==> config.mk <==
export PLATFORM = sky130hd
export DESIGN_NAME = twrp_port
export DESIGN_NICKNAME = d
export VERILOG_FILES = /design/src/twrp_pkg.sv /design/src/twrp_port.sv /design/src/twrp_line_sync.sv
export SDC_FILE = /design/constraint.sdc
export NUM_CORES = 1
export LEC_CHECK = 0
export ABC_CLOCK_PERIOD_IN_PS = 1500
export BUFFER_PORTS_ARGS = -buffer_cell sky130_fd_sc_hd__buf_2
export CORE_ASPECT_RATIO = 0.7
export CORE_MARGIN = 2
export CORE_UTILIZATION = 44
export CTS_BUF_LIST = sky130_fd_sc_hd__clkbuf_4 sky130_fd_sc_hd__clkbuf_8
export CTS_CLUSTER_DIAMETER = 80
export CTS_CLUSTER_SIZE = 40
export DETAILED_ROUTE_END_ITERATION = 12
export GPL_TIMING_DRIVEN = 0
export PLACE_DENSITY = 0.75
export SLEW_MARGIN = 20
export SYNTH_ARGS = -nofsm -noshare
export SYNTH_HDL_FRONTEND = slang
export SYNTH_SLANG_ARGS = --single-unit
export TNS_END_PERCENT = 50
==> constraint.sdc <==
create_clock -name mclk -period 1.5 [get_ports mclk]
set_input_delay 0 -clock mclk [delete_from_list [all_inputs] [get_ports mclk]]
set_output_delay 0 -clock mclk [all_outputs]
set_load 0.05 [all_outputs]
==> src/twrp_pkg.sv <==
// Shared constants and types for the two-wire register port
`default_nettype none
package twrp_pkg;

  // Fixed upper five bits of the seven-bit slave address
  localparam logic [4:0] TWRP_ADDR_HI   = 5'h13;
  // Highest register the pointer may reach
  localparam logic [7:0] TWRP_REG_TOP   = 8'h14;
  // Pointer value after reset
  localparam logic [7:0] TWRP_PTR_RST   = 8'h00;
  // Data bits in one byte
  localparam logic [3:0] TWRP_BYTE_BITS = 4'h8;
  // Bit counter value at the start of a byte
  localparam logic [3:0] TWRP_BIT_ZERO  = 4'h0;
  // Bit counter step
  localparam logic [3:0] TWRP_BIT_ONE   = 4'h1;
  // Position of the direction bit in the address byte
  localparam int         TWRP_RW_POS    = 0;
  // Idle level of a released bus line
  localparam logic       TWRP_LINE_IDLE = 1'b1;

  // Transfer phases of the port
  typedef enum logic [2:0] {
    TWRP_IDLE,
    TWRP_ADDR,
    TWRP_PTR,
    TWRP_WDATA,
    TWRP_RDATA,
    TWRP_IGNORE
  } twrp_state_t;

endpackage
`default_nettype wire

==> src/twrp_port.sv <==
// Two-wire serial slave port giving access to control registers
// How it works
// - Bytes travel most significant bit first
// - Write not acknowledged leaves data line high
// - Master no-ack ends read, line released
// - First write byte loads register pointer
// - Writes start at base, pointer then advances
// - Pointer holds at top register 14h
// - Base address above 14h not acknowledged
// - Read starts at previously written base
// - Pointer advances after each byte read
// - Stop condition ends the transaction
// - Repeated start accepted without stop
// - Address is 10011 plus select pins
// - Start is data falling while clock high
// - Address match pulls data low ninth pulse
// - Address mismatch stays silent
`timescale 1ns/1ps
`default_nettype none
module twrp_port
  import twrp_pkg::*;
(
  // Clock and reset
  input  wire logic       mclk,
  input  wire logic       rst_n,
  // Serial bus pins
  input  wire logic       scl_i,
  input  wire logic       sda_i,
  output logic            sda_o,
  output logic            sda_oe_n,
  // Address select straps
  input  wire logic [1:0] slave_addr_select_pins,
  // Register file side
  output logic [7:0]      reg_addr,
  output logic [7:0]      reg_wdata,
  output logic            reg_wr,
  output logic            reg_rd,
  input  wire logic [7:0] reg_rdata
);

  logic        rst_m_r;      // Reset release, first stage
  logic        rst_sync_n;   // Reset release, safe copy
  logic [1:0]  strap_m_r;    // Strap pins, first stage
  logic [1:0]  strap_r;      // Strap pins, safe copy
  logic        scl_lvl;      // Synchronised clock line
  logic        scl_rise;     // Clock line rising
  logic        scl_fall;     // Clock line falling
  logic        sda_lvl;      // Synchronised data line
  logic        sda_rise;     // Data line rising
  logic        sda_fall;     // Data line falling
  twrp_state_t state_r;      // Transfer phase
  twrp_state_t state_nxt;    // Phase after acknowledge slot
  logic [3:0]  bit_cnt_r;    // Bits of current byte seen
  logic        ack_ph_r;     // Inside acknowledge slot
  logic [7:0]  shift_r;      // Received byte
  logic [7:0]  tx_r;         // Byte being sent
  logic [7:0]  ptr_r;        // Register pointer
  logic        rw_r;         // Direction of this transfer
  logic        mack_r;       // Master acknowledged last byte
  logic        oe_n_r;       // Data line enable, low drives
  logic [7:0]  wdata_r;      // Write data to register file
  logic        wr_r;         // Write strobe
  logic        rd_r;         // Read strobe

  // Reset release through two flops
  always_ff @(posedge mclk or negedge rst_n) begin
    if (!rst_n) begin
      rst_m_r    <= 1'b0;
      rst_sync_n <= 1'b0;
    end else begin
      rst_m_r    <= 1'b1;
      rst_sync_n <= rst_m_r;
    end
  end

  // Strap pins pass two flops like any other pin
  always_ff @(posedge mclk or negedge rst_sync_n) begin
    if (!rst_sync_n) begin
      strap_m_r <= 2'h0;
      strap_r   <= 2'h0;
    end else begin
      strap_m_r <= slave_addr_select_pins;
      strap_r   <= strap_m_r;
    end
  end

  // Clock line synchroniser
  twrp_line_sync u_scl (
    .mclk       (mclk),
    .rst_sync_n (rst_sync_n),
    .line_i     (scl_i),
    .level      (scl_lvl),
    .rise       (scl_rise),
    .fall       (scl_fall)
  );

  // Data line synchroniser
  twrp_line_sync u_sda (
    .mclk       (mclk),
    .rst_sync_n (rst_sync_n),
    .line_i     (sda_i),
    .level      (sda_lvl),
    .rise       (sda_rise),
    .fall       (sda_fall)
  );

  // Bus conditions
  wire start_ev = scl_lvl & sda_fall;
  wire stop_ev  = scl_lvl & sda_rise;
  wire active   = (state_r != TWRP_IDLE) && (state_r != TWRP_IGNORE);
  // Byte complete, acknowledge slot begins
  wire dec_ev   = active & scl_fall & ~ack_ph_r &
                  (bit_cnt_r == TWRP_BYTE_BITS);
  // Acknowledge slot ends
  wire end_ev   = active & scl_fall & ack_ph_r;
  // Outgoing bit shift inside a read byte
  wire tx_ev    = (state_r == TWRP_RDATA) & scl_fall & ~ack_ph_r &
                  (bit_cnt_r != TWRP_BYTE_BITS);

  // Own address from fixed bits and straps
  wire [6:0] own_addr = {TWRP_ADDR_HI, strap_r};
  wire addr_match = (shift_r[7:1] == own_addr);
  wire ptr_ok     = (shift_r <= TWRP_REG_TOP);
  // Saturating pointer step
  wire [7:0] ptr_inc = (ptr_r >= TWRP_REG_TOP) ? TWRP_REG_TOP :
                       ptr_r + 8'h01;

  // Phase chosen at the end of the acknowledge slot
  always_comb begin
    state_nxt = state_r;
    case (state_r)
      TWRP_ADDR:  state_nxt = rw_r ? TWRP_RDATA : TWRP_PTR;
      TWRP_PTR:   state_nxt = TWRP_WDATA;
      TWRP_WDATA: state_nxt = TWRP_WDATA;
      TWRP_RDATA: state_nxt = mack_r ? TWRP_RDATA : TWRP_IGNORE;
      default:    state_nxt = state_r;
    endcase
  end

  // Phase and bit counting
  always_ff @(posedge mclk or negedge rst_sync_n) begin
    if (!rst_sync_n) begin
      state_r   <= TWRP_IDLE;
      bit_cnt_r <= TWRP_BIT_ZERO;
      ack_ph_r  <= 1'b0;
    end else if (stop_ev) begin
      state_r   <= TWRP_IDLE;
      ack_ph_r  <= 1'b0;
    end else if (start_ev) begin
      state_r   <= TWRP_ADDR;
      bit_cnt_r <= TWRP_BIT_ZERO;
      ack_ph_r  <= 1'b0;
    end else if (dec_ev) begin
      ack_ph_r  <= 1'b1;
      // Mismatch or bad base: go quiet until next start
      if ((state_r == TWRP_ADDR && !addr_match) ||
          (state_r == TWRP_PTR && !ptr_ok)) begin
        state_r <= TWRP_IGNORE;
      end
    end else if (end_ev) begin
      ack_ph_r  <= 1'b0;
      bit_cnt_r <= TWRP_BIT_ZERO;
      state_r   <= state_nxt;
    end else if (active && scl_rise && !ack_ph_r) begin
      bit_cnt_r <= bit_cnt_r + TWRP_BIT_ONE;
    end
  end

  // Received byte, sampled on clock high, first bit lands on top
  always_ff @(posedge mclk or negedge rst_sync_n) begin
    if (!rst_sync_n) begin
      shift_r <= 8'h00;
    end else if (active && scl_rise && !ack_ph_r) begin
      shift_r <= {shift_r[6:0], sda_lvl};
    end
  end

  // Master acknowledge, sampled in the slot of a read byte
  always_ff @(posedge mclk or negedge rst_sync_n) begin
    if (!rst_sync_n) begin
      mack_r <= 1'b0;
    end else if (state_r == TWRP_RDATA && ack_ph_r && scl_rise) begin
      mack_r <= ~sda_lvl;
    end
  end

  // Direction bit of the address byte
  always_ff @(posedge mclk or negedge rst_sync_n) begin
    if (!rst_sync_n) begin
      rw_r <= 1'b0;
    end else if (dec_ev && state_r == TWRP_ADDR && addr_match) begin
      rw_r <= shift_r[TWRP_RW_POS];
    end
  end

  // Register pointer: load, write step, read step
  always_ff @(posedge mclk or negedge rst_sync_n) begin
    if (!rst_sync_n) begin
      ptr_r <= TWRP_PTR_RST;
    end else if (dec_ev && state_r == TWRP_PTR && ptr_ok) begin
      ptr_r <= shift_r;
    end else if (end_ev && state_r == TWRP_WDATA) begin
      ptr_r <= ptr_inc;
    end else if (dec_ev && state_r == TWRP_RDATA) begin
      ptr_r <= ptr_inc;
    end
  end

  // Write strobe with data at the current pointer
  always_ff @(posedge mclk or negedge rst_sync_n) begin
    if (!rst_sync_n) begin
      wdata_r <= 8'h00;
      wr_r    <= 1'b0;
    end else begin
      wr_r <= dec_ev && state_r == TWRP_WDATA;
      if (dec_ev && state_r == TWRP_WDATA) begin
        wdata_r <= shift_r;
      end
    end
  end

  // Load of a byte to send and its read strobe
  wire load_tx = end_ev && (state_nxt == TWRP_RDATA);
  always_ff @(posedge mclk or negedge rst_sync_n) begin
    if (!rst_sync_n) begin
      tx_r <= 8'h00;
      rd_r <= 1'b0;
    end else begin
      rd_r <= load_tx;
      if (load_tx) begin
        tx_r <= {reg_rdata[6:0], 1'b0};
      end else if (tx_ev) begin
        tx_r <= {tx_r[6:0], 1'b0};
      end
    end
  end

  // Data line drive, changed on clock falling edges, released at start or stop
  always_ff @(posedge mclk or negedge rst_sync_n) begin
    if (!rst_sync_n) begin
      oe_n_r <= 1'b1;
    end else if (start_ev || stop_ev) begin
      oe_n_r <= 1'b1;
    end else if (dec_ev) begin
      // Ack on address match, valid base, or write data
      case (state_r)
        TWRP_ADDR:  oe_n_r <= ~addr_match;
        TWRP_PTR:   oe_n_r <= ~ptr_ok;
        TWRP_WDATA: oe_n_r <= 1'b0;
        default:    oe_n_r <= 1'b1;         // Master acks a read byte
      endcase
    end else if (load_tx) begin
      oe_n_r <= reg_rdata[7];
    end else if (end_ev) begin
      oe_n_r <= 1'b1;
    end else if (tx_ev) begin
      oe_n_r <= tx_r[7];
    end
  end

  // Outputs
  assign sda_o     = 1'b0;
  assign sda_oe_n  = oe_n_r;
  assign reg_addr  = ptr_r;
  assign reg_wdata = wdata_r;
  assign reg_wr    = wr_r;
  assign reg_rd    = rd_r;

  // Drive changes only follow a low clock line
  AST_DRIVE_LOW_CLK: assert property (
    @(posedge mclk) disable iff (!rst_sync_n)
    ($changed(oe_n_r) && !$past(start_ev) && !$past(stop_ev))
      |-> !$past(scl_lvl))
    else $error("data line changed while clock high");

  AST_STOP_IDLE: assert property (
    @(posedge mclk) disable iff (!rst_sync_n)
    stop_ev |=> (state_r == TWRP_IDLE) && oe_n_r)
    else $error("stop did not end transaction");

  AST_START_ADDR: assert property (
    @(posedge mclk) disable iff (!rst_sync_n)
    (start_ev && !stop_ev) |=>
      (state_r == TWRP_ADDR) && (bit_cnt_r == TWRP_BIT_ZERO))
    else $error("start not taken");

  AST_PTR_SAT: assert property (
    @(posedge mclk) disable iff (!rst_sync_n)
    ptr_r <= TWRP_REG_TOP)
    else $error("pointer beyond top register");

  AST_BASE_NACK: assert property (
    @(posedge mclk) disable iff (!rst_sync_n)
    (dec_ev && state_r == TWRP_PTR && shift_r > TWRP_REG_TOP
      && !start_ev && !stop_ev)
      |=> oe_n_r && (state_r == TWRP_IGNORE) && $stable(ptr_r))
    else $error("bad base address acknowledged");

  AST_ADDR_ACK: assert property (
    @(posedge mclk) disable iff (!rst_sync_n)
    (dec_ev && state_r == TWRP_ADDR && shift_r[7:1] == own_addr
      && !start_ev && !stop_ev) |=> !oe_n_r)
    else $error("own address not acknowledged");

  AST_ADDR_SILENT: assert property (
    @(posedge mclk) disable iff (!rst_sync_n)
    (state_r == TWRP_IGNORE || state_r == TWRP_IDLE) |-> ##1 oe_n_r)
    else $error("data line driven while not addressed");

  AST_WRITE_STROBE: assert property (
    @(posedge mclk) disable iff (!rst_sync_n)
    (dec_ev && state_r == TWRP_WDATA && !start_ev && !stop_ev)
      |=> reg_wr && (reg_wdata == $past(shift_r))
          && (reg_addr == $past(ptr_r)))
    else $error("write data or address wrong");

  AST_WRITE_STEP: assert property (
    @(posedge mclk) disable iff (!rst_sync_n)
    (end_ev && state_r == TWRP_WDATA && !start_ev && !stop_ev)
      |=> ptr_r == $past(ptr_inc))
    else $error("write pointer did not step");

  AST_READ_END: assert property (
    @(posedge mclk) disable iff (!rst_sync_n)
    (end_ev && state_r == TWRP_RDATA && !mack_r
      && !start_ev && !stop_ev)
      |=> oe_n_r && (state_r == TWRP_IGNORE))
    else $error("read not ended on master no-ack");

endmodule
`default_nettype wire

==> src/twrp_line_sync.sv <==
// Two-flop synchroniser with edge detection for one bus line
`timescale 1ns/1ps
`default_nettype none
module twrp_line_sync
  import twrp_pkg::*;
(
  // Clock and reset
  input  wire logic mclk,
  input  wire logic rst_sync_n,
  // Raw line from the pin
  input  wire logic line_i,
  // Synchronised level and edge pulses
  output logic      level,
  output logic      rise,
  output logic      fall
);

  logic meta_r;   // First stage, read only by the second
  logic sync_r;   // Second stage, safe level
  logic hist_r;   // Previous safe level

  // Synchroniser chain, idle high after reset
  always_ff @(posedge mclk or negedge rst_sync_n) begin
    if (!rst_sync_n) begin
      meta_r <= TWRP_LINE_IDLE;
      sync_r <= TWRP_LINE_IDLE;
      hist_r <= TWRP_LINE_IDLE;
    end else begin
      meta_r <= line_i;
      sync_r <= meta_r;
      hist_r <= sync_r;
    end
  end

  // Edges seen on the safe level
  assign level = sync_r;
  assign rise  = sync_r & ~hist_r;
  assign fall  = ~sync_r & hist_r;

endmodule
`default_nettype wire

* Yosys cells after proc, flatten, opt, wreduce, memory -nomap -nowiden
Index checks and enable logic that the tools add are counted. Widths: inputs -> output; s select.
Word-level totals: register bits 57, output and inout port bits 20
Operators by class: mux-type cells 28, $lt $le $gt $ge 2, $add $sub $neg 2, equality and inequality tests 11, bitwise logic cells 21, reductions and logical operators 29
Operators with widths (number):
- $mux 8 | 6
- $mux 3 | 6
- $mux 4 | 4
- $logic_and 1x1->1 | 15
- $and 1x1->1 | 13
- $mux 1 | 10
- $pmux 3 s3 | 1
- $reduce_bool 3->1 | 3
- $add 8x1->8 const B | 1
- $ge 8x5->1 const B | 1
- $le 8x5->1 const B | 1
- $not 1->1 | 8
- $eq 7x7->1 | 1
- $eq 3x2->1 const B | 2
- $eq 3x3->1 const B | 2
- $reduce_bool 5->1 | 1
- $add 4x1->4 const B | 1
- $eq 4x4->1 const B | 1
- $ne 4x3->1 const B | 1
- $ne 4x4->1 const B | 1
- $reduce_bool 4->1 | 1
- $eq 3x1->1 const B | 1
- $logic_not 1->1 | 3
- $ne 3x3->1 const B | 1
- 7 further kinds | 8

* Logic depth before layout (Yosys ltp)
depth in word-level cells 10, mapped depth 8

* Hierarchy
A second synthesis with hierarchy kept.
Unflattened totals: cell total of the unflattened synthesis 242, area, all modules 2661.3 sq um
By module, submodules not included:
- twrp_port | area each 2473.6 sq um, times used 1, cells each 232, sequential area each 1252.5 sq um
- twrp_line_sync | area each 93.8 sq um, times used 2, cells each 5, sequential area each 78.8 sq um

* Worst setup path before layout
No wires, ideal clock.
path type register to register, start point reg u_scl.hist_r, end point reg ptr_r[0], in the netlist reg_addr[0], arrival time 1786 ps, buffers on the path 0, slack -412 ps, library setup time 126 ps, cell stages (with the launch flop) 6, required time 1374 ps, cells stage by stage dfstp_2 > or3b_1 > nor2_1 > a2bb2oi_2 > and2_1 > a221o_1
Between the ends: longest elaborated chain between the ends 7, elaborated cells on any way between the ends 12, classes of those cells mux: 2; bitwise: 5; reduce/logical: 5
Ends and longest elaborated chain:
- start, declared | RTL line twrp_line_sync.sv:20 | logic hist_r;
- start signal, assigned | RTL line twrp_line_sync.sv:31 | hist_r <= sync_r;
- $and 1x1->1 (*) | RTL line twrp_line_sync.sv:38 | assign fall = ~sync_r & hist_r;
- $and 1x1->1 (*) | RTL line twrp_port.sv:112, twrp_port.sv:115
- $and 1x1->1 (2 in series) | RTL line twrp_port.sv:112 | wire dec_ev = active & scl_fall & ~ack_ph_r &
- $logic_and 1x1->1 (2 in series) | RTL line twrp_port.sv:200 | end else if (dec_ev && state_r == TWRP_PTR && ptr_ok) begin
- $reduce_bool 3->1 (no line) / $mux 8 (equally long branches)
- end signal, assigned | RTL line twrp_port.sv:201 | ptr_r <= shift_r;
- end signal, assigned | RTL line twrp_port.sv:203 | ptr_r <= ptr_inc;
- end signal, assigned | RTL line twrp_port.sv:205 | ptr_r <= ptr_inc;
- end, declared | RTL line twrp_port.sv:57 | logic [7:0] ptr_r;
Mark *: on every way between the ends. The rest lies on a longest branch, timed or not. A chain may end at the register's enable or synchronous reset.

* Worst setup path in the final report
start point reg u_scl.hist_r, end point reg ptr_r[3], in the netlist reg_addr[3]
The elaborated chain is that of the path after synthesis.

==> metrics.log <==
[metrics] final worst clock skew: ~0.0069 ns
[metrics] Placer Congestion: 0.858
[metrics] Worst R2R Start: u_scl.hist_r$_DFF_PN1_
[metrics] Min Clock Period, post-route: 1.95 ns
[metrics] Post-Synthesis Cell Area: 2700 µm²
[metrics] count of H-tree levels built during CTS: 2
[metrics] cell family contributing the most delay on the critical path: flip-flops
[metrics] diode insertion count for antenna repair: 0
[metrics] total leakage power: about 1.7 nW
[metrics] detailed-route DRC error count: 0
[metrics] Critical Path Slowest Stage Cell: dfstp_2
[metrics] global-route wire length before repair: 11.0 mm
[metrics] list of most frequent post-synthesis cells: dfrtp_1 (49), nand2_1 (20), mux2_2 (16)
[metrics] count of non-filler cells in the finished layout: 399
[metrics] top_reg_cell synth: dfrtp_1
[metrics] delay contributed by the slowest stage of the critical path: between 0.6 and 0.7 ns
[metrics] placeable core region: ~5800 µm²
[metrics] sequential element share of the synthesized area: a little over half
[metrics] share of total power in the clock network: 22.4%
[metrics] total die area: about 6800 µm²
[metrics] Hold Path Stages: 5
[metrics] nature of the critical path startpoint: register
[metrics] # IOs: 34
[metrics] power density of the placed cells: ~1200 nW/µm²
[metrics] antenna violations before repair: 0
[metrics] area share of the leading cell type in the synthesized netlist: a little under half
[metrics] DP Cell Count: approximately 350
[metrics] achievable clock frequency: approximately 500 MHz
[metrics] startpoint of the worst hold path: reg_rdata[7]
[metrics] setup-violating endpoint count in the final report: between 40 and 50
[metrics] clk slew on worst S/H paths: approximately 0.1 ns
[metrics] maximum fanout encountered on the critical timing path: 9
[metrics] cells after synthesis: roughly 240
[metrics] post-layout net count: between 300 and 400
[metrics] clock buffer count from CTS: 5
[metrics] CP endpoint kind: register
[metrics] RSZ-0062 raised after global routing: true
[metrics] sum of negative setup slack: -13.50 ns
[metrics] Slew headroom: a little over half
[metrics] share of synthesized registers carrying an async set or reset: 100%
[metrics] Netlist cell types: 63
[metrics] critical path class: reg -> reg
[metrics] violations in the final reports: negative setup slack
[metrics] reg-to-reg endpoint: reg_addr[3]$_DFFE_PN0P_
[metrics] number of standard-cell rows in the floorplan: 23
[metrics] Via Count: ~2300
[metrics] Max Buffers Root-to-Sink: 2
[metrics] detailed-route wire length per cell: approximately 17 µm
[metrics] later-pin clock latency in the skew report: about 0.31 ns
[metrics] antenna-violating nets left: 0
[metrics] biggest area consumer among synthesized cells: dfrtp_1
[metrics] period utilisation layout: 130%
[metrics] clock root buffer master: clkbuf_8
[metrics] vias in the first global route: ~2200
[metrics] overflow left after global routing: 0
[metrics] clk sink count: between 50 and 60
[metrics] top-count cell post-synth: dfrtp_1
[metrics] count of final max-slew check failures: 0
[metrics] via count normalized by instance count: around 5.7
[metrics] die width: about 98 µm
[metrics] Warnings, synthesis: 0
[metrics] global routing usage summed across all routing layers: between 20% and 30%
[metrics] First DRT Iteration DRCs: approximately 110
[metrics] area added between synthesis and finish: 42.6%
[metrics] combinational share of power: a little under a third
[metrics] count of endpoints failing hold in the final timing report: 0
[metrics] post-detail-place hpwl: between 3 and 4 mm
[metrics] EDFF count, synth: 0
[metrics] minimum setup slack among reg-to-reg paths: -0.45 ns
[metrics] largest cells by area after synthesis: dfrtp_1 (45%), dfstp_2 (6.8%), mux2_2 (6.7%)
[metrics] cell mode on critical path: buf_4
[metrics] worst-path cell chain: nand3b_1, buf_4, buf_6, a2bb2oi_4, buf_4, a21oi_1, o22ai_1
[metrics] arrival time at the worst endpoint: around 2.1 ns
[metrics] Internal Dissipation: roughly 3.0 mW
[metrics] maximum VDD drop: 758 µV
[metrics] sink of the worst hold path: sda_oe_n$_DFFE_PN1P_
[metrics] count of buffers inserted at the top-level ports: 32
[metrics] Setup Slack @ Placement: -0.620 ns
[metrics] worst reg-to-reg path cell count: 7
[metrics] Switch Pwr: 1.54 mW
[metrics] count of buffering cells on the critical path with inverters included: 3
[metrics] post-synthesis area per instance: roughly 11 µm²
[metrics] 1st-pass router iterations: 4
[metrics] least setup slack across all paths after layout: -0.451 ns
[metrics] max-cap violations: 0
[metrics] number of storage elements in the synthesis netlist: 56
[metrics] Switching Share: between 30% and 40%
[metrics] aggregate routed wire length: 6.94 mm
[metrics] maximum number of pins on one net before global-route repair: 55
[metrics] Initial Util: ~46%
[metrics] Mapped Nets: 257
[metrics] clock tree from TritonCTS: built
[metrics] die height: around 70 µm
[metrics] worst min-delay path category: in -> reg
[metrics] part of the power in registers: ~46%
[metrics] core occupancy in the finished layout: 66.3%
[metrics] run status: finished, violations left
[metrics] Worst Max-Slew Pin Slew: between 0.6 and 0.7 ns
[metrics] Required @ worst endpoint: approximately 1.7 ns
[metrics] layout cell share with drive strength beyond 1: 50.0%
how the worst max path moves through the flow:
stage	slack, ns	end	startpoint	cells after the start
2_1_floorplan	-0.34	shift_r[1]$_DFFE_PN0N_	state_r[0]$_DFFE_PN0P_	5
3_3_place_gp	-0.59	state_r[2]$_DFFE_PN0P_	u_scl.hist_r$_DFF_PN1_	5
3_5_place_dp	-0.62	reg_addr[1]$_DFFE_PN0P_	shift_r[0]$_DFFE_PN0N_	6
4_1_cts	-0.39	reg_addr[1]$_DFFE_PN0P_	u_scl.hist_r$_DFF_PN1_	5
5_1_grt	-0.52	reg_addr[3]$_DFFE_PN0P_	u_scl.hist_r$_DFF_PN1_	7
6_report	-0.45	reg_addr[3]$_DFFE_PN0P_	u_scl.hist_r$_DFF_PN1_	7
state kept, by name, summed over array words and instances, names as in the netlist, 2 cells and up:
signal,cells
shift_r,8
tx_r,7
reg_wdata,8
strap_r,2
bit_cnt_r,4
state_r,3
strap_m_r,2
reg_addr,8
cell usage in the layout, fill, tap and decap left out, drive strengths merged, types with 7 or more instances in the layout:
cell,instances
dfstp,7
buf,68
mux2,17
a21oi,8
clkbuf,8
nand2,20
inv,12
nor2,7
dfrtp,49
o21ai,11
dlygate4sd3,13
power groups by stage:
stage          clock network, mW  logic, mW  registers, mW
2_1_floorplan                  0      0.709           1.97
3_3_place_gp                   0      0.878           2.02
3_5_place_dp                   0      0.904           2.03
4_1_cts                     1.02       1.32           2.02
5_1_grt                     1.09       1.55           2.09
6_report                    1.01       1.43           2.05
routing by layer:
metal,routed length (µm),vias up,GRT usage [%]
met5,0,-,0
met4,114,0,6.02
met3,371,14,3.83
met2,3290,75,31.4
met1,3160,1126,29.0
li1,-,1049,-
timing repair:
| item | in CTS | in global routing |
|---|---|---|
| setup endpoints to repair | 43 | 44 |
| hold buffers | 13 | 0 |
| hold endpoints to repair | 13 | 0 |
| pin swaps | 20 | 11 |
| setup buffers | 29 | 5 |
| resized for setup | 59 | 27 |
stage by stage:
stage	cell area, µm²	hold WS, ns	power, mW
floorplan	2750	-0.296	2.68
global placement	3010	-0.215	2.90
detailed placement	3010	-0.213	2.93
CTS	3690	0.171	4.36
global route	3850	0.190	4.72
finish	3850	0.165	4.49
layout make-up:
cell class                 count  area, µm²
sequential                    56       1420
tap                           75       93.8
inverter                      11       41.3
fill                         422       1960
timing repair buffer          79        588
buffer                         5       45.0
multi-input combinational    165       1550
clock buffer                   5       68.8
clock inverter                 3       46.3
cells by family after synthesis:
kind of cell,Yosys count,synth area share (%)
AOI/OAI and AO/OA,63,17.8
xor gates and xnor gates,3,0.972
adders and majority gates,4,1.85
buffers and inverters,18,2.92
DFF,56,52.2
muxes,18,7.45
other,2,0.278
and+or+nand+nor,75,16.5
tightest hold or removal path, stage by stage:
cell,delay [ns]
buf_2,0.10
inv_1,0.06
a21oi_2,0.05
a211oi_2,0.17
a31oi_1,0.10
(Power assumes the default switching activity.)
